===== src/pkg/cpmr_pkg.sv =====
// Constants and types for the processor programming-model register set
package cpmr_pkg;
    localparam int GPR_COUNT      = 32;
    localparam int DATA_W         = 32;
    localparam int GPR_IDX_W      = 5;
    localparam int SEG_COUNT      = 16;
    localparam int SEG_IDX_W      = 4;
    localparam int CF_FIELDS      = 8;
    localparam int CF_FIELD_W     = 4;
    localparam int CF_IDX_W       = 3;
    localparam int HALT_W         = 33;
    // Machine state bit positions
    localparam int MS_USER_BIT    = 14; // Set selects user level
    localparam int MS_FLOAT_BIT   = 13; // float_avail_bit
    // Implementation configuration bit positions
    localparam int IC_FETCH_COH   = 24;
    localparam int IC_BCAST       = 28;
    localparam logic [31:0] IC_RSVD_MASK  = 32'h6600_0000; // Bits 25-26 and 29-30
    localparam logic [31:0] IC_RESET      = 32'h0000_0000;
    localparam logic [31:0] MS_RESET      = 32'h0000_0000;
    localparam logic [31:0] ZERO_WORD     = 32'h0000_0000;
    // Version identity, values arbitrary
    localparam logic [15:0] VERSION_NUM   = 16'h00A5;
    localparam logic [15:0] REVISION_NUM  = 16'h0011;
    // Special-register select codes for move to and from
    typedef enum logic [2:0] {
        CPMR_SPR_VERSION,
        CPMR_SPR_CONFIG,
        CPMR_SPR_CONDITION,
        CPMR_SPR_STATE,
        CPMR_SPR_NONE
    } cpmr_spr_t;
endpackage


===== src/cpmr_dual_seg.sv =====
// Segment register arrays, main and shadow copies loaded together
`timescale 1ns/1ps
module cpmr_dual_seg #(
    parameter int ENTRIES = cpmr_pkg::SEG_COUNT,
    parameter int IDX_W   = cpmr_pkg::SEG_IDX_W,
    parameter int W       = cpmr_pkg::DATA_W
) (
    // Clock and reset
    input  wire logic             clk_sys_i,
    input  wire logic             sys_rst_i,
    // Load port
    input  wire logic             load_i,
    input  wire logic [IDX_W-1:0] load_idx_i,
    input  wire logic [W-1:0]     load_data_i,
    // Read ports
    input  wire logic [IDX_W-1:0] data_idx_i,
    input  wire logic [IDX_W-1:0] fetch_idx_i,
    output logic      [W-1:0]     data_seg_o,
    output logic      [W-1:0]     fetch_seg_o
);
    import cpmr_pkg::*;
    logic [W-1:0] main_reg   [ENTRIES];
    logic [W-1:0] shadow_reg [ENTRIES];

    // Both copies written at one index in one cycle
    always_ff @(posedge clk_sys_i or posedge sys_rst_i)
    begin
        if (sys_rst_i)
        begin
            for (int i = 0; i < ENTRIES; i++)
            begin
                main_reg[i]   <= '0;
                shadow_reg[i] <= '0;
            end
        end
        else if (load_i)
        begin
            main_reg[load_idx_i]   <= load_data_i;
            shadow_reg[load_idx_i] <= load_data_i;
        end
    end

    // Registered read of each array
    always_ff @(posedge clk_sys_i or posedge sys_rst_i)
    begin
        if (sys_rst_i)
        begin
            data_seg_o  <= '0;
            fetch_seg_o <= '0;
        end
        else
        begin
            data_seg_o  <= main_reg[data_idx_i];
            fetch_seg_o <= shadow_reg[fetch_idx_i];
        end
    end

    a_copies_agree: assert property (@(posedge clk_sys_i) disable iff (sys_rst_i)
        (data_idx_i == fetch_idx_i) |=> (data_seg_o == fetch_seg_o))
        else $error("segment copies differ");
endmodule


===== src/cpmr_regs.sv =====
// Processor programming-model register set
`timescale 1ns/1ps
// Function
// - Operands come from registers or immediate; destination named separately.
// - Exactly two privilege levels: supervisor and user.
// - Privileged writes take no effect in user mode.
// - Thirty-two general registers of 32 bits each.
// - Condition register holds eight 4-bit fields, updated and tested.
// - Machine state is supervisor-only, saved on exception, restored on return.
// - Sixteen segment registers in main and shadow copies.
// - Segment load writes both copies at the same index.
// - Halt counter 33 bits; upper 32 count cycles before halt.
// - Config bit 24 drives fetch coherence attribute.
// - Config bit 28 enables address-only cache-operation broadcast.
// - Snoop ignores foreign cache-operation broadcasts.
// - Version reports number and revision; read-only.
// - Version register 32 bits, read-only, names model and revision.
module cpmr_regs
    import cpmr_pkg::*;
#(
    parameter int NGPR = cpmr_pkg::GPR_COUNT
) (
    // Clock and reset
    input  wire logic                        clk_sys_i,
    input  wire logic                        sys_rst_i,
    // Operand read ports
    input  wire logic [cpmr_pkg::GPR_IDX_W-1:0] src_a_idx_i,
    input  wire logic [cpmr_pkg::GPR_IDX_W-1:0] src_b_idx_i,
    input  wire logic                        use_imm_i,
    input  wire logic [cpmr_pkg::DATA_W-1:0] imm_i,
    output logic      [cpmr_pkg::DATA_W-1:0] opnd_a_o,
    output logic      [cpmr_pkg::DATA_W-1:0] opnd_b_o,
    // Result write port
    input  wire logic                        gpr_we_i,
    input  wire logic [cpmr_pkg::GPR_IDX_W-1:0] dst_idx_i,
    input  wire logic [cpmr_pkg::DATA_W-1:0] gpr_wdata_i,
    // Condition field update and test
    input  wire logic                        cf_we_i,
    input  wire logic [cpmr_pkg::CF_IDX_W-1:0] cf_idx_i,
    input  wire logic [cpmr_pkg::CF_FIELD_W-1:0] cf_wdata_i,
    input  wire logic                        cf_all_we_i,
    input  wire logic [cpmr_pkg::DATA_W-1:0] cf_all_wdata_i,
    input  wire logic [cpmr_pkg::CF_IDX_W-1:0] cf_test_idx_i,
    output logic      [cpmr_pkg::CF_FIELD_W-1:0] cf_test_o,
    // Special register move to and from
    input  wire logic                        spr_we_i,
    input  wire cpmr_pkg::cpmr_spr_t         spr_sel_i,
    input  wire logic [cpmr_pkg::DATA_W-1:0] spr_wdata_i,
    output logic      [cpmr_pkg::DATA_W-1:0] spr_rdata_o,
    output logic                             priv_fault_o,
    // Exception entry and return
    input  wire logic                        exc_take_i,
    input  wire logic                        exc_return_i,
    output logic                             user_mode_o,
    // Segment register load and lookup
    input  wire logic                        seg_load_i,
    input  wire logic [cpmr_pkg::SEG_IDX_W-1:0] seg_load_idx_i,
    input  wire logic [cpmr_pkg::DATA_W-1:0] seg_wdata_i,
    input  wire logic [cpmr_pkg::SEG_IDX_W-1:0] seg_data_idx_i,
    input  wire logic [cpmr_pkg::SEG_IDX_W-1:0] seg_fetch_idx_i,
    output logic      [cpmr_pkg::DATA_W-1:0] seg_data_o,
    output logic      [cpmr_pkg::DATA_W-1:0] seg_fetch_o,
    // Debug port halt counter
    input  wire logic                        dbg_load_i,
    input  wire logic [cpmr_pkg::HALT_W-1:0] dbg_wdata_i,
    output logic      [cpmr_pkg::HALT_W-1:0] halt_count_o,
    output logic                             core_halt_o,
    // Bus attributes and snoop
    input  wire logic                        fetch_txn_i,
    output logic                             fetch_coherent_o,
    input  wire logic                        cache_op_i,
    output logic                             addr_only_bcast_o,
    input  wire logic                        snoop_valid_i,
    input  wire logic                        snoop_is_cache_op_i,
    output logic                             snoop_accept_o
);
    import cpmr_pkg::*;

    // ------------------------------------------------------------
    // Storage
    // ------------------------------------------------------------
    logic [DATA_W-1:0] gpr_reg [NGPR];
    logic [DATA_W-1:0] condition_fields_reg;
    logic [DATA_W-1:0] machine_state_reg;
    logic [DATA_W-1:0] saved_state_reg;
    logic [DATA_W-1:0] impl_config0_reg;
    logic [HALT_W-1:0] halt_cycle_counter_reg;
    logic              supervisor;
    logic              priv_write;
    logic              exc_active_reg;

    assign supervisor = ~machine_state_reg[MS_USER_BIT];
    assign user_mode_o = machine_state_reg[MS_USER_BIT];

    // Move-to for state and configuration is privileged
    assign priv_write   = spr_we_i && (spr_sel_i == CPMR_SPR_STATE
                                    || spr_sel_i == CPMR_SPR_CONFIG);
    assign priv_fault_o = priv_write && !supervisor;

    // ------------------------------------------------------------
    // General registers
    // ------------------------------------------------------------
    // Destination write separate from both sources
    always_ff @(posedge clk_sys_i or posedge sys_rst_i)
    begin
        if (sys_rst_i)
        begin
            for (int i = 0; i < NGPR; i++)
            begin
                gpr_reg[i] <= '0;
            end
        end
        else if (gpr_we_i)
        begin
            gpr_reg[dst_idx_i] <= gpr_wdata_i;
        end
    end

    // Operand fetch, second source may be an immediate
    always_ff @(posedge clk_sys_i or posedge sys_rst_i)
    begin
        if (sys_rst_i)
        begin
            opnd_a_o <= '0;
            opnd_b_o <= '0;
        end
        else
        begin
            opnd_a_o <= gpr_reg[src_a_idx_i];
            opnd_b_o <= use_imm_i ? imm_i : gpr_reg[src_b_idx_i];
        end
    end

    // ------------------------------------------------------------
    // Condition fields
    // ------------------------------------------------------------
    // Field 0 sits in the top nibble
    always_ff @(posedge clk_sys_i or posedge sys_rst_i)
    begin
        if (sys_rst_i)
        begin
            condition_fields_reg <= ZERO_WORD;
        end
        else if (spr_we_i && spr_sel_i == CPMR_SPR_CONDITION)
        begin
            condition_fields_reg <= spr_wdata_i;
        end
        else if (cf_all_we_i)
        begin
            condition_fields_reg <= cf_all_wdata_i;
        end
        else if (cf_we_i)
        begin
            condition_fields_reg[(CF_FIELDS-1-int'(cf_idx_i))*CF_FIELD_W +: CF_FIELD_W]
                <= cf_wdata_i;
        end
    end

    // Branch test of one field
    assign cf_test_o =
        condition_fields_reg[(CF_FIELDS-1-int'(cf_test_idx_i))*CF_FIELD_W +: CF_FIELD_W];

    // ------------------------------------------------------------
    // Machine state with save and restore
    // ------------------------------------------------------------
    // Exception enters supervisor; return restores saved copy
    always_ff @(posedge clk_sys_i or posedge sys_rst_i)
    begin
        if (sys_rst_i)
        begin
            machine_state_reg <= MS_RESET;
            saved_state_reg   <= MS_RESET;
            exc_active_reg    <= 1'b0;
        end
        else if (exc_take_i)
        begin
            saved_state_reg                <= machine_state_reg;
            machine_state_reg[MS_USER_BIT] <= 1'b0;
            exc_active_reg                 <= 1'b1;
        end
        else if (exc_return_i && supervisor)
        begin
            machine_state_reg <= saved_state_reg;
            exc_active_reg    <= 1'b0;
        end
        else if (priv_write && supervisor && spr_sel_i == CPMR_SPR_STATE)
        begin
            machine_state_reg <= spr_wdata_i;
        end
    end

    // ------------------------------------------------------------
    // Implementation configuration
    // ------------------------------------------------------------
    // Reserved bits never stored
    always_ff @(posedge clk_sys_i or posedge sys_rst_i)
    begin
        if (sys_rst_i)
        begin
            impl_config0_reg <= IC_RESET;
        end
        else if (priv_write && supervisor && spr_sel_i == CPMR_SPR_CONFIG)
        begin
            impl_config0_reg <= spr_wdata_i & ~IC_RSVD_MASK;
        end
    end

    // Bus attributes steered by configuration bits
    assign fetch_coherent_o  = fetch_txn_i && impl_config0_reg[IC_FETCH_COH];
    assign addr_only_bcast_o = cache_op_i && impl_config0_reg[IC_BCAST];
    assign snoop_accept_o    = snoop_valid_i && !snoop_is_cache_op_i;

    // ------------------------------------------------------------
    // Halt cycle counter
    // ------------------------------------------------------------
    // Upper field counts down each cycle until it reaches zero, then holds; low bit kept as loaded
    always_ff @(posedge clk_sys_i or posedge sys_rst_i)
    begin
        if (sys_rst_i)
        begin
            halt_cycle_counter_reg <= '0;
        end
        else if (dbg_load_i)
        begin
            halt_cycle_counter_reg <= dbg_wdata_i;
        end
        else if (halt_cycle_counter_reg[HALT_W-1:1] != '0)
        begin
            halt_cycle_counter_reg[HALT_W-1:1] <=
                halt_cycle_counter_reg[HALT_W-1:1] - 32'h0000_0001;
        end
    end

    assign halt_count_o = halt_cycle_counter_reg;
    assign core_halt_o  = (halt_cycle_counter_reg[HALT_W-1:1] == '0);

    // ------------------------------------------------------------
    // Special register read
    // ------------------------------------------------------------
    // Version is constant; supervisor registers read zero in user mode
    always_comb
    begin
        case (spr_sel_i)
            CPMR_SPR_VERSION:   spr_rdata_o = {VERSION_NUM, REVISION_NUM};
            CPMR_SPR_CONFIG:    spr_rdata_o = supervisor ? impl_config0_reg : ZERO_WORD;
            CPMR_SPR_CONDITION: spr_rdata_o = condition_fields_reg;
            CPMR_SPR_STATE:     spr_rdata_o = supervisor ? machine_state_reg : ZERO_WORD;
            default:            spr_rdata_o = ZERO_WORD;
        endcase
    end

    // ------------------------------------------------------------
    // Segment arrays
    // ------------------------------------------------------------
    cpmr_dual_seg u_seg (
        .clk_sys_i   (clk_sys_i),
        .sys_rst_i   (sys_rst_i),
        .load_i      (seg_load_i && supervisor),
        .load_idx_i  (seg_load_idx_i),
        .load_data_i (seg_wdata_i),
        .data_idx_i  (seg_data_idx_i),
        .fetch_idx_i (seg_fetch_idx_i),
        .data_seg_o  (seg_data_o),
        .fetch_seg_o (seg_fetch_o)
    );

    // ------------------------------------------------------------
    // Checks
    // ------------------------------------------------------------
    a_user_no_write: assert property (@(posedge clk_sys_i) disable iff (sys_rst_i)
        (priv_write && !supervisor && !exc_take_i && !exc_return_i)
        |=> $stable(machine_state_reg) && $stable(impl_config0_reg))
        else $error("privileged write took effect in user mode");
    a_state_restore: assert property (@(posedge clk_sys_i) disable iff (sys_rst_i)
        (exc_take_i ##1 (exc_return_i && !exc_take_i))
        |=> machine_state_reg == $past(machine_state_reg, 2))
        else $error("state not restored on return");
    a_exc_supervisor: assert property (@(posedge clk_sys_i) disable iff (sys_rst_i)
        exc_take_i |=> !user_mode_o)
        else $error("exception did not enter supervisor");
    a_cfg_reserved: assert property (@(posedge clk_sys_i) disable iff (sys_rst_i)
        (impl_config0_reg & IC_RSVD_MASK) == ZERO_WORD)
        else $error("reserved config bits set");
    a_halt_count: assert property (@(posedge clk_sys_i) disable iff (sys_rst_i)
        (dbg_load_i && dbg_wdata_i[HALT_W-1:1] > 32'h0000_0002) ##1 !dbg_load_i [*2]
        |-> halt_count_o[HALT_W-1:1] == $past(dbg_wdata_i[HALT_W-1:1], 2) - 32'h0000_0001
            && halt_count_o[0] == $past(dbg_wdata_i[0], 2))
        else $error("halt counter did not count down");
    a_fetch_attr: assert property (@(posedge clk_sys_i) disable iff (sys_rst_i)
        fetch_coherent_o |-> impl_config0_reg[IC_FETCH_COH])
        else $error("coherence attribute without enable");
    a_bcast_attr: assert property (@(posedge clk_sys_i) disable iff (sys_rst_i)
        (cache_op_i && impl_config0_reg[IC_BCAST]) |-> addr_only_bcast_o)
        else $error("broadcast missing");
    a_snoop_ignore: assert property (@(posedge clk_sys_i) disable iff (sys_rst_i)
        snoop_is_cache_op_i |-> !snoop_accept_o)
        else $error("foreign cache op snooped");
    a_cf_update: assert property (@(posedge clk_sys_i) disable iff (sys_rst_i)
        (cf_we_i && !cf_all_we_i && !(spr_we_i && spr_sel_i == CPMR_SPR_CONDITION)
         && cf_test_idx_i == cf_idx_i)
        |=> cf_test_o == $past(cf_wdata_i) || cf_test_idx_i != $past(cf_idx_i))
        else $error("condition field not updated");
endmodule


===== config.mk =====
export PLATFORM = sky130hd
export DESIGN_NAME = cpmr_regs
export DESIGN_NICKNAME = d
export VERILOG_FILES = /design/src/pkg/cpmr_pkg.sv /design/src/cpmr_dual_seg.sv /design/src/cpmr_regs.sv
export SDC_FILE = /design/constraint.sdc
export NUM_CORES = 2
export LEC_CHECK = 0
export BUFFER_PORTS_ARGS = -buffer_cell sky130_fd_sc_hd__buf_2
export CAP_MARGIN = 5
export CORE_ASPECT_RATIO = 1.5
export CORE_MARGIN = 3
export CORE_UTILIZATION = 67
export DETAILED_ROUTE_END_ITERATION = 10
export PLACE_DENSITY_LB_ADDON = 0.12
export SLEW_MARGIN = 20
export SYNTH_ARGS = -nofsm -noshare
export SYNTH_HDL_FRONTEND = slang
export SYNTH_HIERARCHICAL = 1
export SYNTH_SLANG_ARGS = --single-unit

===== constraint.sdc =====
create_clock -name clk_sys_i -period 68.7 [get_ports clk_sys_i]
set_input_delay 6.87 -clock clk_sys_i [delete_from_list [all_inputs] [get_ports clk_sys_i]]
set_output_delay 6.87 -clock clk_sys_i [all_outputs]
set_load 0.05 [all_outputs]

==> qor.csv <==
metric,value,unit
slowest_delay,0.57,ns
wl,265400,um
max_slew_margin,0.2682,
critPathLaunchType,input pin,
synth_top_cell_area_share,0.4909,
drtIter0Drc,5965,
synth.area.top_cells,"dfrtp_1, mux2_2, mux4_2",
hold_depth,1,
avgSynthCellArea,14.64,sq um
holdBufCountCts,0,
min_path_type,flip-flop to flip-flop,
period_share,0.2277,
crit_top_cell,buf_2,
rsz0062_at_grt,false,
initial_core_util,0.6771,
tightest_slew,1.098,ns
period_needed,15.64,ns
cts_tree,built,
clk_latency,0.82,ns
path_class,input pin to output port,
fmaxAchievable,63.92,MHz
synth.net_count,6597,
peakVddDrop,28.93,uV
io_buffers,450,
setup_violations,0,
die_w,309.9,um
syn_area,92820,sq um
synthArstFlopShare,1.000,
rr_worst_depth,5,
syn_inst,6342,
yosysSeqAreaShare,0.4909,
fillers,8703,
maxCapViolations,0,
vias,60630,
grt_pass1_wl,399900,um
cts_buffers,174,
hold_ws,0.5008,ns
synth_edf_count,0,
multi_input_area,44990,sq um
slowest_stage,and2_1,
cts_sinks,1821,
power.density,31.22,nW/um^2
die_h,461.9,um
synth_cell_type_count,65,
p_leak,0.04479,uW
critical_path_arrival,8.77,ns
end_kind,output port,
worstPathRequired,61.83,ns
grt_pass1_vias,63730,
synthFlopType,dfrtp_1,
via_per_inst,7.231,
dp_hpwl,157000,um
cp_max_fo,56,
layout_common_cells,"dfrtp_1, mux2_2, mux4_2",
largest_reg_flops,1024,
ys_warn_count,6,
regArea,45570,sq um
io_pins,451,
crit_chain,buf_2 > nor3b_2 > buf_4 > and2_1 > a22oi_1 > o21ai_0 > buf_2,
gp_congestion,0.9678,
ys_seq_elements,1821,
drc,0,
fin_tns_setup,0,ns
core,137100,sq um
cts_setup_buffers,0,
finalHoldViolations,0,
skew,0.03002,ns
gr-total-overflow,0,
outcome,completed,
cts.path.max_buffers,3,
area_growth,10.07,%
grt_start_max_net_pins,184,
antenna_found_initial,25,
drive_gt1_frac,0.4914,
postRouteAntennaNets,0,
final_max_slew_viol_count,0,
htree_levels,4,
dieArea,143100,sq um
grtUsageTotal,0.3756,
clockRootBuffer,clkbuf_16,
wl_per_cell,31.66,um
num_rows,166,
clk_pin_slew,0.06,ns
layout_commonest_cell,dfrtp_1,
layout.nets,6722,
post_cts_resized,0,
yosysTopAreaCell,dfrtp_1,
firstDrtPassIters,6,
cells in the mapped netlist (47+ instances only):
| library cell | instances |
|---|---|
| a21oi_1 | 73 |
| o21ai_0 | 76 |
| clkbuf_1 | 378 |
| mux4_2 | 648 |
| a221oi_1 | 76 |
| a22o_1 | 53 |
| a22oi_1 | 202 |
| dfrtp_1 | 1821 |
| nor2b_1 | 47 |
| nor2_1 | 93 |
| mux2i_1 | 386 |
| mux2_2 | 1659 |
| nand2_1 | 207 |
| buf_1 | 80 |
| buf_2 | 159 |
final timing paths:
check	from	to	slack [ns]
max in group asynchronous	sys_rst_i	gpr_reg[221]	57.81
worst min register to register	halt_count_o[0]	halt_count_o[0]	0.50
worst max register to register	machine_state_reg[14]	u_seg/main_reg[430]	65.32
worst min-delay path	halt_count_o[0]	halt_count_o[0]	0.50
min in group asynchronous	sys_rst_i	gpr_reg[327]	6.20
worst max-delay path	spr_sel_i[0]	spr_rdata_o[23]	53.06
stage by stage:
step | instances | worst slack [ns] | utilization | cell area, sq um | power (uW)
floorplan | 6342 | 26.75 | - | 92820 | 2011
global placement | 8055 | 53.25 | 0.7019 | 96210 | 2161
detailed placement | 8055 | 53.20 | 0.7019 | 96210 | 2201
CTS | 8369 | 53.20 | 0.7450 | 102100 | 3200
global route | 8370 | 52.94 | 0.7451 | 102100 | 3321
finish | 8385 | 53.06 | 0.7453 | 102200 | 3190
critical path, delay by kind of cell:
family,cells,cell delay (ns)
buffers and inverters,3,0.92
and+or+nand+nor,2,0.73
AOI/OAI and AO/OA,2,0.25
where the power goes:
group          leakage [uW]  switching [uW]  internal, uW
clock               0.00292             422           575
combinational        0.0190             326           387
sequential           0.0228             172          1310
total                0.0448             920          2270
cell families (layout without fill, tap and decap cells):
family                     after synthesis  count (layout)  synth area share
DFF                                   1821            1821            0.4909
buffers and inverters                  646             909           0.02851
and+or+nand+nor                        496             496           0.02673
other                                    0              16                 0
AOI/OAI and AO/OA                      653             653           0.05009
xor gates and xnor gates                17              17          0.001604
adders and majority gates                7               7         0.0009435
muxes                                 2702            2702            0.4012
routing by layer:
metal	vias up	GRT usage	share of wire
met3	920	0.08966	0.090
met4	20	0.1935	0.060
met5	-	0	0.00045
met1	31930	0.4711	0.36
li1	24640	-	-
met2	3122	0.6133	0.49
cell type report:
class	count	area share
sequential	1821	0.4460
multi-input combinational	3875	0.4404
clock buffer	256	0.05027
timing repair buffer	572	0.03276
tap	1764	0.02160
clock inverter	58	0.007605
inverter	23	0.0009919
antenna	16	0.0003919
No activity file was read; power rests on OpenSTA's default activity.
